$ cat config.mk
export PLATFORM = sky130hd
export DESIGN_NAME = compare_sync_capture_ctrl
export DESIGN_NICKNAME = d
export VERILOG_FILES = /design/src/include/cmp_cap_pkg.sv /design/src/core/sync_pulse_stretcher.sv /design/src/core/event_prescaler.sv /design/src/core/compare_sync_capture_ctrl.sv
export VERILOG_INCLUDE_DIRS = /design/src /design/src/include
export SDC_FILE = /design/constraint.sdc
export NUM_CORES = 1
export LEC_CHECK = 0
export BUFFER_PORTS_ARGS = -buffer_cell sky130_fd_sc_hd__buf_2
export CAP_MARGIN = 20
export CORE_MARGIN = 4
export CORE_UTILIZATION = 40
export CTS_BUF_LIST = sky130_fd_sc_hd__clkbuf_16
export DETAILED_ROUTE_END_ITERATION = 12
export GPL_TIMING_DRIVEN = 0
export RECOVER_POWER = 25
export SLEW_MARGIN = 15
export SYNTH_ARGS = -nofsm -noshare
export SYNTH_HDL_FRONTEND = slang
export SYNTH_HIERARCHICAL = 1
export SYNTH_SLANG_ARGS = --single-unit
$ cat constraint.sdc
create_clock -name clk_i -period 6.2 [get_ports clk_i]
set_input_delay 0.93 -clock clk_i [delete_from_list [all_inputs] [get_ports clk_i]]
set_output_delay 0.93 -clock clk_i [all_outputs]
set_load 0.02 [all_outputs]
$ cat src/include/cmp_cap_cfg.svh
// Purpose: Offsets, field positions and reset values of the compare and
//          capture control block.
// Assumes: Word-indexed register port, 16-bit data in the low bits.
// Notes:   Definitions only.
`ifndef CMP_CAP_CFG_SVH
`define CMP_CAP_CFG_SVH

`define ADDR_COMPARE_CONTROL 4'h0
`define ADDR_CAPTURE_CONTROL 4'h1
`define ADDR_COMPARE_VALUE_LO 4'h2
`define ADDR_COMPARE_VALUE_HI 4'h3
`define ADDR_IRQ_STATUS      4'h4
`define ADDR_IRQ_MASK        4'h5
`define ADDR_ACTIVE_CMP_LO   4'h6
`define ADDR_ACTIVE_CMP_HI   4'h7

`define BIT_SHADOW_ON        15
`define BIT_SHADOW_LOAD_SEL  14
`define BIT_SYNC_POLARITY    13
`define BIT_COMPARE_ON       12
`define BIT_CAPTURE_ON       15
`define SYNC_WIDTH_MSB       11
`define CLK_PRESCALE_MSB     6
`define CLK_PRESCALE_LSB     4
`define UNIT_PRESCALE_MSB    3
`define CAP_WRITABLE_MASK    16'h807f
`define COMPARE_CONTROL_RST  16'h0000
`define CAPTURE_CONTROL_RST  16'h0000

`define IRQ_BIT_MATCH        0
`define IRQ_BIT_LOAD         1
`define IRQ_BIT_UNIT_EVENT   2
`define IRQ_WIDTH            3

`define PULSE_QUANTUM        4
`define UNIT_POSITION_PRESCALE_MAX_CODE        4'hb

`endif

$ cat src/include/cmp_cap_pkg.sv
// Purpose: Types shared by the compare and capture control block.
// Assumes: Nothing.
// Notes:   Constants live in cmp_cap_cfg.svh.
package cmp_cap_pkg;
	typedef enum logic [0:0] {
		idle_type_s,
		pulse_type_s
	} sync_state_type;
endpackage

$ cat src/core/sync_pulse_stretcher.sv
// Purpose: Stretches a compare match into a sync pulse of (width+1)*4 cycles.
// Assumes: width is sampled at the start of each pulse.
// Notes:   A match during a pulse is absorbed, the pulse is not restarted.
`timescale 1ns/100ps
`include "cmp_cap_cfg.svh"
module sync_pulse_stretcher #(
	parameter int WIDTH_BITS = 12
) (
	input  wire logic                  clk_i,
	input  wire logic                  rst_n_i,
	input  wire logic                  start_i,
	input  wire logic [WIDTH_BITS-1:0] width_i,
	output logic                       active_o
);
	localparam int CNT_BITS = WIDTH_BITS + 2;
	logic [CNT_BITS-1:0]         remain;
	cmp_cap_pkg::sync_state_type state;

	always_ff @(posedge clk_i or negedge rst_n_i) begin
		if (!rst_n_i) begin
			state  <= cmp_cap_pkg::idle_type_s;
			remain <= '0;
		end else begin
			case (state)
			cmp_cap_pkg::idle_type_s: begin
				if (start_i) begin
					state  <= cmp_cap_pkg::pulse_type_s;
					remain <= CNT_BITS'((32'(width_i) + 1) *
						`PULSE_QUANTUM - 1);
				end
			end
			cmp_cap_pkg::pulse_type_s: begin
				if (remain == '0)
					state <= cmp_cap_pkg::idle_type_s;
				else
					remain <= remain - 1'b1;
			end
			default: state <= cmp_cap_pkg::idle_type_s;
			endcase
		end
	end

	assign active_o = (state == cmp_cap_pkg::pulse_type_s);

	pulse_len_a: assert property (
		@(posedge clk_i) disable iff (!rst_n_i)
		(start_i && !active_o && width_i == '0) |=>
		active_o [*4] ##1 !active_o)
		else $error("sync pulse length wrong");
endmodule // sync_pulse_stretcher

$ cat src/core/event_prescaler.sv
// Purpose: Divides the system clock and the quadrature clock pulses.
// Assumes: quad_pulse_i is a one-cycle pulse per quadrature clock edge.
// Notes:   Both counters hold in reset while the capture unit is off.
`timescale 1ns/100ps
`include "cmp_cap_cfg.svh"
module event_prescaler (
	input  wire logic       clk_i,
	input  wire logic       rst_n_i,
	input  wire logic       enable_i,
	input  wire logic [2:0] clk_code_i,
	input  wire logic [3:0] unit_code_i,
	input  wire logic       quad_pulse_i,
	output logic            cap_tick_o,
	output logic            unit_event_o
);
	logic [6:0]  clk_div;
	logic [10:0] unit_div;
	logic [6:0]  clk_lim;
	logic [10:0] unit_lim;
	logic [3:0]  unit_code;

	// Codes above the top ratio saturate at divide-by-2048
	assign unit_code = (unit_code_i > `UNIT_POSITION_PRESCALE_MAX_CODE) ?
		`UNIT_POSITION_PRESCALE_MAX_CODE : unit_code_i;
	assign clk_lim   = 7'((8'h01 << clk_code_i) - 8'h01);
	assign unit_lim  = 11'((12'h001 << unit_code) - 12'h001);

	always_ff @(posedge clk_i or negedge rst_n_i) begin
		if (!rst_n_i) begin
			clk_div    <= '0;
			cap_tick_o <= 1'b0;
		end else if (!enable_i) begin
			clk_div    <= '0;
			cap_tick_o <= 1'b0;
		end else begin
			cap_tick_o <= (clk_div >= clk_lim);
			clk_div    <= (clk_div >= clk_lim) ? '0 : clk_div + 1'b1;
		end
	end

	always_ff @(posedge clk_i or negedge rst_n_i) begin
		if (!rst_n_i) begin
			unit_div     <= '0;
			unit_event_o <= 1'b0;
		end else if (!enable_i) begin
			unit_div     <= '0;
			unit_event_o <= 1'b0;
		end else begin
			unit_event_o <= quad_pulse_i && (unit_div >= unit_lim);
			if (quad_pulse_i)
				unit_div <= (unit_div >= unit_lim) ? '0 : unit_div + 1'b1;
		end
	end

	cap_off_a: assert property (
		@(posedge clk_i) disable iff (!rst_n_i)
		!enable_i |=> !cap_tick_o && !unit_event_o)
		else $error("prescaler ticks while capture off");
	div1_a: assert property (
		@(posedge clk_i) disable iff (!rst_n_i)
		(enable_i && clk_code_i == 3'h0) [*2] |=> cap_tick_o)
		else $error("divide-by-1 tick missing");
endmodule // event_prescaler

$ cat src/core/compare_sync_capture_ctrl.sv
// Purpose: Compare sync output and capture prescaler control with registers.
// Assumes: Register port with read data one cycle after the read strobe.
// Notes:   Position count and quadrature pulses come from outside.
//
// Overview of operation
// - With shadowing off a compare value write acts at once, else it waits in a shadow copy.
// - The shadow load select picks load at count zero (0) or at count equal compare (1).
// - The sync output is active high at polarity 0 and active low at 1, idle opposite.
// - The compare enable bit gates all compare match pulses.
// - The sync pulse lasts (width field plus one) times four system clocks.
// - The capture enable bit turns the capture prescalers on or off.
// - The capture timer clock is the system clock divided by two to the field value.
// - One unit position event per two to the field value quadrature pulses, max 2048.
// - A match of active compare value and position count fires the sync pulse and sets the match interrupt flag.
`timescale 1ns/100ps
`include "cmp_cap_cfg.svh"
module compare_sync_capture_ctrl #(
	parameter int POS_BITS = 32
) (
	input  wire logic                clk_i,
	input  wire logic                rst_n_i,
	input  wire logic [3:0]          addr_i,
	input  wire logic [15:0]         wdata_i,
	input  wire logic                wr_i,
	input  wire logic                rd_i,
	output logic      [15:0]         rdata_o,
	input  wire logic [POS_BITS-1:0] position_count_i,
	input  wire logic                quad_pulse_i,
	output logic                     sync_out_o,
	output logic                     match_o,
	output logic                     capture_tick_o,
	output logic                     unit_event_o,
	output logic                     irq_o
);
	logic [15:0]               compare_control;
	logic [15:0]               capture_control;
	logic [POS_BITS-1:0]       shadow_value;
	logic [POS_BITS-1:0]       compare_value;
	logic [`IRQ_WIDTH-1:0]     irq_status;
	logic [`IRQ_WIDTH-1:0]     irq_mask;
	logic [`IRQ_WIDTH-1:0]     irq_set;
	logic                      cmp_shadow_on;
	logic                      cmp_shadow_load_sel;
	logic                      sync_out_polarity;
	logic                      compare_unit_on;
	logic [11:0]               sync_pulse_width;
	logic                      capture_unit_on;
	logic                      eq_hit;
	logic                      eq_prev;
	logic                      zero_hit;
	logic                      load_event;
	logic                      pulse_active;
	logic                      next_match;
	logic [POS_BITS-1:0]       write_value;

	// Half-word merge keeps the untouched half of a split 32-bit write
	function automatic logic [POS_BITS-1:0] merge_half(
		input logic [POS_BITS-1:0] old_v,
		input logic [15:0]         part,
		input logic                high);
		logic [POS_BITS-1:0] res;
		res = old_v;
		if (high)
			res[31:16] = part;
		else
			res[15:0] = part;
		return res;
	endfunction

	// One decode for both halves keeps shadow and active paths in step
	function automatic logic is_cmp_value_addr(input logic [3:0] a);
		return (a == `ADDR_COMPARE_VALUE_LO) ||
			(a == `ADDR_COMPARE_VALUE_HI);
	endfunction

	////////////////////////////////////////////////////////////////////////
	// Control fields

	assign cmp_shadow_on       = compare_control[`BIT_SHADOW_ON];
	assign cmp_shadow_load_sel = compare_control[`BIT_SHADOW_LOAD_SEL];
	assign sync_out_polarity   = compare_control[`BIT_SYNC_POLARITY];
	assign compare_unit_on     = compare_control[`BIT_COMPARE_ON];
	assign sync_pulse_width    = compare_control[`SYNC_WIDTH_MSB:0];
	assign capture_unit_on     = capture_control[`BIT_CAPTURE_ON];

	////////////////////////////////////////////////////////////////////////
	// Register writes

	always_ff @(posedge clk_i or negedge rst_n_i) begin
		if (!rst_n_i) begin
			compare_control <= `COMPARE_CONTROL_RST;
			capture_control <= `CAPTURE_CONTROL_RST;
			irq_mask        <= '0;
		end else if (wr_i) begin
			case (addr_i)
			`ADDR_COMPARE_CONTROL: compare_control <= wdata_i;
			`ADDR_CAPTURE_CONTROL:
				capture_control <= wdata_i & `CAP_WRITABLE_MASK;
			`ADDR_IRQ_MASK: irq_mask <= wdata_i[`IRQ_WIDTH-1:0];
			default: ;
			endcase
		end
	end

	////////////////////////////////////////////////////////////////////////
	// Compare value with optional shadow

	assign write_value = merge_half(cmp_shadow_on ? shadow_value :
		compare_value, wdata_i, addr_i == `ADDR_COMPARE_VALUE_HI);

	assign eq_hit   = (position_count_i == compare_value);
	assign zero_hit = (position_count_i == '0);
	// Equality is edge-detected so a standing match loads only once
	assign load_event = cmp_shadow_on && (cmp_shadow_load_sel ?
		(eq_hit && !eq_prev) : zero_hit);

	always_ff @(posedge clk_i or negedge rst_n_i) begin
		if (!rst_n_i) begin
			shadow_value <= '0;
		end else if (wr_i && is_cmp_value_addr(addr_i) &&
			cmp_shadow_on) begin
			shadow_value <= write_value;
		end
	end

	always_ff @(posedge clk_i or negedge rst_n_i) begin
		if (!rst_n_i) begin
			compare_value <= '0;
		end else if (wr_i && is_cmp_value_addr(addr_i) &&
			!cmp_shadow_on) begin
			compare_value <= write_value;
		end else if (load_event) begin
			compare_value <= shadow_value;
		end
	end

	////////////////////////////////////////////////////////////////////////
	// Match detection and sync output

	// Edge detection: a count resting on the compare value fires once
	assign next_match = compare_unit_on && eq_hit && !eq_prev;

	always_ff @(posedge clk_i or negedge rst_n_i) begin
		if (!rst_n_i) begin
			eq_prev <= 1'b0;
			match_o <= 1'b0;
		end else begin
			eq_prev <= eq_hit;
			match_o <= next_match;
		end
	end

	sync_pulse_stretcher #(
		.WIDTH_BITS (12)
	) u_stretch (
		.clk_i    (clk_i),
		.rst_n_i  (rst_n_i),
		.start_i  (match_o),
		.width_i  (sync_pulse_width),
		.active_o (pulse_active)
	);

	// Registered so a polarity write cannot glitch the pin
	always_ff @(posedge clk_i or negedge rst_n_i) begin
		if (!rst_n_i)
			sync_out_o <= 1'b0;
		else
			sync_out_o <= pulse_active ^ sync_out_polarity;
	end

	////////////////////////////////////////////////////////////////////////
	// Capture prescalers

	// Capture off clears both dividers, so a restart runs a full period
	event_prescaler u_presc (
		.clk_i        (clk_i),
		.rst_n_i      (rst_n_i),
		.enable_i     (capture_unit_on),
		.clk_code_i   (capture_control[`CLK_PRESCALE_MSB:`CLK_PRESCALE_LSB]),
		.unit_code_i  (capture_control[`UNIT_PRESCALE_MSB:0]),
		.quad_pulse_i (quad_pulse_i),
		.cap_tick_o   (capture_tick_o),
		.unit_event_o (unit_event_o)
	);

	////////////////////////////////////////////////////////////////////////
	// Interrupts: set wins over write-one-to-clear

	always_comb begin
		irq_set = '0;
		irq_set[`IRQ_BIT_MATCH]      = match_o;
		irq_set[`IRQ_BIT_LOAD]       = load_event;
		irq_set[`IRQ_BIT_UNIT_EVENT] = unit_event_o;
	end

	always_ff @(posedge clk_i or negedge rst_n_i) begin
		if (!rst_n_i)
			irq_status <= '0;
		else if (wr_i && addr_i == `ADDR_IRQ_STATUS)
			irq_status <= (irq_status & ~wdata_i[`IRQ_WIDTH-1:0]) | irq_set;
		else
			irq_status <= irq_status | irq_set;
	end

	// Level output: software clears the cause, not the line
	assign irq_o = |(irq_status & irq_mask);

	////////////////////////////////////////////////////////////////////////
	// Register reads

	always_ff @(posedge clk_i or negedge rst_n_i) begin
		if (!rst_n_i) begin
			rdata_o <= '0;
		end else if (rd_i) begin
			case (addr_i)
			`ADDR_COMPARE_CONTROL:  rdata_o <= compare_control;
			`ADDR_CAPTURE_CONTROL:  rdata_o <= capture_control;
			// Shadow reads let software check a pending value before it loads
			`ADDR_COMPARE_VALUE_LO: rdata_o <= cmp_shadow_on ?
				shadow_value[15:0] : compare_value[15:0];
			`ADDR_COMPARE_VALUE_HI: rdata_o <= cmp_shadow_on ?
				shadow_value[31:16] : compare_value[31:16];
			`ADDR_IRQ_STATUS: rdata_o <= 16'(irq_status);
			`ADDR_IRQ_MASK:   rdata_o <= 16'(irq_mask);
			`ADDR_ACTIVE_CMP_LO: rdata_o <= compare_value[15:0];
			`ADDR_ACTIVE_CMP_HI: rdata_o <= compare_value[31:16];
			default: rdata_o <= '0;
			endcase
		end else begin
			rdata_o <= '0;
		end
	end

	////////////////////////////////////////////////////////////////////////
	// Checks

	imm_write_a: assert property (
		@(posedge clk_i) disable iff (!rst_n_i)
		(wr_i && addr_i == `ADDR_COMPARE_VALUE_LO && !cmp_shadow_on) |=>
		compare_value[15:0] == $past(wdata_i))
		else $error("immediate compare write lost");
	imm_write_hi_a: assert property (
		@(posedge clk_i) disable iff (!rst_n_i)
		(wr_i && addr_i == `ADDR_COMPARE_VALUE_HI && !cmp_shadow_on) |=>
		compare_value[31:16] == $past(wdata_i))
		else $error("immediate high compare write lost");
	shadow_take_lo_a: assert property (
		@(posedge clk_i) disable iff (!rst_n_i)
		(wr_i && addr_i == `ADDR_COMPARE_VALUE_LO && cmp_shadow_on) |=>
		shadow_value[15:0] == $past(wdata_i))
		else $error("shadow low write lost");
	shadow_take_hi_a: assert property (
		@(posedge clk_i) disable iff (!rst_n_i)
		(wr_i && addr_i == `ADDR_COMPARE_VALUE_HI && cmp_shadow_on) |=>
		shadow_value[31:16] == $past(wdata_i))
		else $error("shadow high write lost");
	shadow_hold_a: assert property (
		@(posedge clk_i) disable iff (!rst_n_i)
		(cmp_shadow_on && !load_event) |=>
		$stable(compare_value))
		else $error("active compare changed without load");

	zero_load_a: assert property (
		@(posedge clk_i) disable iff (!rst_n_i)
		(cmp_shadow_on && !cmp_shadow_load_sel && zero_hit && !wr_i) |=>
		compare_value == $past(shadow_value))
		else $error("zero load missed");
	eq_load_a: assert property (
		@(posedge clk_i) disable iff (!rst_n_i)
		(cmp_shadow_on && cmp_shadow_load_sel && eq_hit && !eq_prev) |=>
		compare_value == $past(shadow_value))
		else $error("equality load missed");
	load_irq_a: assert property (
		@(posedge clk_i) disable iff (!rst_n_i)
		load_event |=> irq_status[`IRQ_BIT_LOAD])
		else $error("shadow load flag not set");

	sync_polarity_a: assert property (
		@(posedge clk_i) disable iff (!rst_n_i)
		$stable(sync_out_polarity) |=>
		sync_out_o == ($past(pulse_active) ^ $past(sync_out_polarity)))
		else $error("sync output level wrong");
	sync_idle_a: assert property (
		@(posedge clk_i) disable iff (!rst_n_i)
		!pulse_active |=> sync_out_o == $past(sync_out_polarity))
		else $error("sync idle level wrong");
	sync_active_a: assert property (
		@(posedge clk_i) disable iff (!rst_n_i)
		pulse_active |=> sync_out_o != $past(sync_out_polarity))
		else $error("sync active level wrong");

	compare_off_a: assert property (
		@(posedge clk_i) disable iff (!rst_n_i)
		!compare_unit_on |=> !match_o)
		else $error("match while compare off");
	match_edge_a: assert property (
		@(posedge clk_i) disable iff (!rst_n_i)
		(compare_unit_on && eq_hit && !eq_prev) |=>
		match_o)
		else $error("compare match missed");
	match_single_a: assert property (
		@(posedge clk_i) disable iff (!rst_n_i)
		match_o |=> !match_o)
		else $error("match pulse longer than one cycle");
	match_sync_a: assert property (
		@(posedge clk_i) disable iff (!rst_n_i)
		(match_o && !pulse_active) |=> pulse_active ##1 pulse_active)
		else $error("match did not start pulse");
	match_irq_a: assert property (
		@(posedge clk_i) disable iff (!rst_n_i)
		match_o |=> irq_status[`IRQ_BIT_MATCH])
		else $error("match flag not set");

	irq_clear_a: assert property (
		@(posedge clk_i) disable iff (!rst_n_i)
		(wr_i && addr_i == `ADDR_IRQ_STATUS && wdata_i[`IRQ_BIT_MATCH] &&
		!match_o) |=> !irq_status[`IRQ_BIT_MATCH])
		else $error("match flag not cleared");
	unit_irq_a: assert property (
		@(posedge clk_i) disable iff (!rst_n_i)
		unit_event_o |=> irq_status[`IRQ_BIT_UNIT_EVENT])
		else $error("unit event flag not set");

	reserved_zero_a: assert property (
		@(posedge clk_i) disable iff (!rst_n_i)
		(capture_control & ~`CAP_WRITABLE_MASK) == 16'h0000)
		else $error("reserved capture bits set");
	read_reserved_a: assert property (
		@(posedge clk_i) disable iff (!rst_n_i)
		(rd_i && addr_i == `ADDR_CAPTURE_CONTROL) |=>
		(rdata_o & ~`CAP_WRITABLE_MASK) == 16'h0000)
		else $error("reserved capture bits read nonzero");
	rdata_idle_a: assert property (
		@(posedge clk_i) disable iff (!rst_n_i)
		!rd_i |=> rdata_o == 16'h0000)
		else $error("read data outside read cycle");

	match_c: cover property (@(posedge clk_i) disable iff (!rst_n_i)
		match_o ##1 pulse_active);
	shadow_load_c: cover property (@(posedge clk_i) disable iff (!rst_n_i)
		load_event && cmp_shadow_load_sel);
	unit_event_c: cover property (@(posedge clk_i) disable iff (!rst_n_i)
		unit_event_o);
	irq_c: cover property (@(posedge clk_i) disable iff (!rst_n_i) irq_o);
	zero_load_c: cover property (@(posedge clk_i) disable iff (!rst_n_i)
		load_event && !cmp_shadow_load_sel);
endmodule // compare_sync_capture_ctrl

---- Word level (Yosys, flattened, before mapping) ----
Cells that the tools add are included.
storage, ports and cells
  output and inout port bits .............. 21
  word-level logic and storage cells ...... 92
  flip-flop bits (word level) ............. 148
cells by class
  equal/unequal tests ..................... 11
  bitwise gates (word level) .............. 7
  shifts and indexed selects .............. 2
  add/sub/neg operators ................... 7
  muxes and demuxes ....................... 25
  reductions and logical operators ........ 21
  order comparisons ....................... 3
operators by type and width
  kind                                                                  count
  16-bit one-hot mux with 8 select lines                                1
  32-bit two-way mux                                                    3
  16-bit two-way mux                                                    5
  11-bit two-way mux                                                    3
  32-bit == test                                                        1
  32-bit zero test                                                      1
  14-bit two-way mux                                                    2
  14-bit one-hot mux with 2 select lines                                1
  14-bit by 1-bit subtractor with 14-bit output, second input constant  2
  4-bit by 3-bit == test with 1-bit output, second input constant       4
  14-bit zero test                                                      1
  7-bit two-way mux                                                     2
  12-bit by 1-bit adder with 12-bit output, second input constant       1
  11-bit by 1-bit adder with 11-bit output, second input constant       1
  11-bit >= comparator                                                  1
  1-bit by 4-bit << shifter with 11-bit output, first input constant    1
  11-bit by 1-bit subtractor with 11-bit output, second input constant  1
  1-bit logical AND                                                     9
  4-bit by 2-bit == test with 1-bit output, second input constant       2
  2-bit AND reduction                                                   4
  7-bit by 1-bit adder with 7-bit output, second input constant         1
  7-bit >= comparator                                                   1
  1-bit by 3-bit << shifter with 7-bit output, first input constant     1
  7-bit by 1-bit subtractor with 7-bit output, second input constant    1
  17 further kinds                                                      26

---- Depth between registers and ports, before layout ----
  depth in word-level cells ............... 8
  depth in mapped cells ................... 15
  depth with buffers taken out ............ 12

---- Cells and area by module ----
Netlist, hierarchy kept.
by module, submodules not included
  module                     cells an instance  area an instance (um^2)  times used  seq. area each (um^2)
  compare_sync_capture_ctrl  521                5989.5                   1           2827.7
  event_prescaler            196                1640.3                   1           500.5
  sync_pulse_stretcher       172                1366.3                   1           375.4

---- Worst setup path before layout ----
OpenSTA, ideal clock, no wires.
  path type ............................... register to register
  start point ............................. register capture_control[3]
  end point ............................... register u_presc.unit_div[1]
  buffers on the path ..................... 3
  library setup time ...................... 0.078 ns
  required time ........................... 6.122 ns
  cell stages (with the launch flop) ...... 16
  path slack .............................. 3.292 ns
  data arrival time ....................... 2.831 ns
  cell sequence ........................... dfrtp_1 clkbuf_1 nor3_1 nand2b_1 ha_1 clkbuf_1 nor4b_1 a21oi_1 o22a_1 ha_1 nand2_1 nor2_1 a211oi_4 buf_6 o2111ai_1 a21boi_1
between the ends
  word-level cells in the longest chain between the ends .. 8
RTL lines
  element                                            line                             source
  start: declaration                                 compare_sync_capture_ctrl.sv:36  logic [15:0] capture_control;
  start signal: assignment                           compare_sync_capture_ctrl.sv:92  capture_control <= `CAPTURE_CONTROL_RST;
  start signal: assignment                           compare_sync_capture_ctrl.sv:98  capture_control <= wdata_i & `CAP_WRITABLE_MASK;
  4-bit greater-than comparator (no line)            n/a
  4-bit two-way mux (*)                              event_prescaler.sv:23            assign unit_code = (unit_code_i > `UNIT_POSITION_PRESCALE_MAX_CODE) ?
  1-bit by 4-bit << shifter with 11-bit output (*)   event_prescaler.sv:26            assign unit_lim = 11'((12'h001 << unit_code) - 12'h001);
  11-bit by 1-bit subtractor with 11-bit output (*)  event_prescaler.sv:26
  11-bit >= comparator (*)                           event_prescaler.sv:51            unit_div <= (unit_div >= unit_lim) ? '0 : unit_div + 1'b1;
  11-bit two-way mux (*)                             event_prescaler.sv:51
  11-bit two-way mux (*)                             event_prescaler.sv:50            if (quad_pulse_i)
  11-bit two-way mux (*)                             event_prescaler.sv:45            end else if (!enable_i) begin
  end signal: assignment                             event_prescaler.sv:51
  end: declaration                                   event_prescaler.sv:17            logic [10:0] unit_div;
Every way passes the cells marked *; elsewhere a longest branch is shown, timed or not. The select of a mux whose other input is x is not followed.
A chain may end at the register's enable or synchronous reset.

==> impl_metrics.toml <==
[die]
die_x_um = 158
boundaryPins = 78
die_area_sq_um = 25000
core-area_sq_um = 22000
initial_utilization_pct = 41.0
die_y_um = 158
num_rows = 54

[detailed_routing]
drt_iter0_markers = 573
wirelength_mm = 26.1
drc = 0
via_per_inst = 5.82
via_count = 7430
drtAntennaViolNets = 0
dr.pass1.iters = 7
wire_per_inst_um = 20.5

[logic_synthesis]
syn_nets = 970
synthMuxAreaShare_pct = 12.9
ys.flop_type = "dfrtp_1"
synthTopCellsByArea = "dfrtp_1, nand2_1, mux2i_1"
synth_area_sq_um = 9000
synth-edff-count = 0
synthTopCellsByCount = "dfrtp_1, nand2_1, nor2_1, xor2_1, mux2i_1"
synthSimpleGateAreaFrac_pct = 14.7
ys_seq_area_share_pct = 41.2
synth.avg_cell_area_sq_um = 10.1
synth_compound_area_share_pct = 17.6
ys_ff_latch = 148
netlist_instances = 889
async_flop_share_pct = 100
synth_top_family_by_area = "compound AO/OA/AOI/OAI gates"
synth.top_cell.area_share_pct = 41.2
synth_xor_area_share_pct = 6.33
yosys_warnings = 6
synth-adder-area-share_pct = 3.34
synth.distinct_cells = 72
synth_most_common_cell = "dfrtp_1"
synth_top_cell_by_area = "dfrtp_1"

[sta]
finClkSkew_ns = 0.00891
setup_viol = 0
fmax_mhz = 255
tightest_slew_ns = 3.74
hold_viol_final = 0
rsz0062_at_grt = "no"
layout_min_cycle_time_ns = 3.92
period_share_pct = 63.2
slew_headroom_pct = -149
slew_viol_final = 64
fin_setup_tns_ns = 0

[global_routing]
antenna_found_initial = 0
overflow = 0
grt_usage_pct = 21.3
grt_max_degree = 86
grt_first_pass_wirelength_mm = 41.4
first_global_vias = 7414

[clocking]
cts_hold_buf = 0
htreeDepth = 4
cts_resized = 0
cts_tree = "yes"
postCtsSetupRepairBufs = 0
clkSinkCount = 148
clockRootBuffer = "clkbuf_16"
clock_path_buffers = 2
numCtsBuffers = 17
cts.reportedPaths.clkPinSlew_ns = 0.06
insertion_delay_ns = 0.42

[cells_and_area]
antenna_cells = 0
syn2layout_area_growth_pct = 14.9
design_area_sq_um = 10300
layout.nets = 1066
drive_gt1_share_pct = 18.6
final_cells = 1276
post-route-util_pct = 47.1

[setup_path]
cp.arrival_ns = 3.59
crit_fanout = 64
cpMaxStageDelayCell = "clkbuf_1"
cp_cell_sequence = "clkbuf_1"
startpoint_type = "input pin"
required_ns = 5.87
max_stage_delay_ns = 2.57
worstSetupEndpointType = "asynchronous set/reset pin"
path_buf_inv = 1
cp_top_family = "buffers and inverters"
crit_type = "input pin to asynchronous set/reset pin"

[status]
violations = "max-capacitance violations, max-slew violations"
status = "finished, violations left"

[job]
max-cap-violations = 1

[pwr]
p_seq_share_pct = 42.6
p_leak_nw = 4.61
combinationalPowerShare_pct = 23.5
p_per_area_nw_per_um2 = 299
power_frac_clock_pct = 33.9
p_sw_w = 0.00101
internal-power_w = 0.00208
p_sw_share_pct = 32.6
max-vdd-ir-drop_uv = 213

[worst_hold_path]
holdCritPathClass = "flip-flop to flip-flop"

[placement]
port_buffers = 76
dp_cells = 1246
gp_routability_congestion = 0.855
placed_area_sq_um = 9760
dp_hpwl_mm = 18.8
## cell usage in the layout (no fill, tap or decap), drive strengths merged, types with 22 or more instances in the layout
cell type / Yosys / routed
dfrtp: 148 / 148
nand2: 112 / 112
buf: 32 / 108
mux2: 59 / 59
nor2: 51 / 51
clkbuf: 26 / 44
xor2: 43 / 43
mux2i: 40 / 40
o21ai: 39 / 39
o221a: 32 / 32
a22oi: 31 / 31
o211ai: 25 / 25
ha: 24 / 24
a21oi: 24 / 24
xnor2: 22 / 22
nor4: 22 / 22
## cell families after synthesis
logic type      after synthesis
simple gates                269
buf+inv                      73
fa+ha+maj                    24
compound gates              210
xor+xnor                     65
flops                       148
mux                         100
## cell type report
class	count	area (sq um)
fill	2074	11600
multi-input combinational	668	4940
sequential	148	3700
clock buffer	17	425
timing repair buffer	77	407
tap	280	350
buffer	58	297
clock inverter	13	159
inverter	15	56.3
## worst paths after layout
path	startpoint	to	slack, ns	depth (start not counted)
max in group clk_i	capture_control[3]$_DFFE_PN0P_	u_presc/unit_div[9]$_DFFE_PN0P_	2.84	13
min	u_presc/clk_div[0]$_DFF_PN0_	u_presc/clk_div[0]$_DFF_PN0_	0.48	1
max reg2reg	capture_control[3]$_DFFE_PN0P_	u_presc/unit_div[9]$_DFFE_PN0P_	2.84	13
min in group asynchronous	rst_n_i	u_presc/unit_div[1]$_DFFE_PN0P_	1.79	1
max	rst_n_i	compare_value[22]$_DFFE_PN0P_	2.28	1
min reg2reg	u_presc/clk_div[0]$_DFF_PN0_	u_presc/clk_div[0]$_DFF_PN0_	0.48	1
## per-layer routing
layer,vias to the layer above,share of wire (%),global-route usage (%)
met5,-,0,0
met3,36,5.9,3.91
met4,0,2.1,7.07
met2,227,46,32.6
met1,3673,46,30.6
li1,3494,-,-
## power groups by stage
stage                     sequential (W)  combinational, W  clock [W]
after detailed placement         0.00133          0.000722          0
final                            0.00132          0.000724    0.00105
after global routing             0.00133          0.000806    0.00111
after global placement           0.00132          0.000706          0
after floorplan                  0.00125          0.000539          0
after CTS                        0.00131          0.000727    0.00106
## flip-flops by register name, indices dropped and copies added, names as in the netlist, 3 cells and up
signal	cells
capture_control	8
compare_control	16
compare_value	32
irq_mask	3
irq_status	3
rdata_o	16
shadow_value	32
u_presc/clk_div	7
u_presc/unit_div	11
u_stretch/remain	14
## stage by stage
step / hold WS, ns / setup slack, ns / power, W
3_5_place_dp: 0.482 / 2.84 / 0.00205
3_3_place_gp: 0.472 / 1.86 / 0.00203
6_report: 0.482 / 2.28 / 0.00309
4_1_cts: 0.462 / 2.82 / 0.00310
5_1_grt: 0.518 / 1.63 / 0.00325
2_1_floorplan: 0.411 / 3.29 / 0.00179
(Power assumes the default switching activity.)
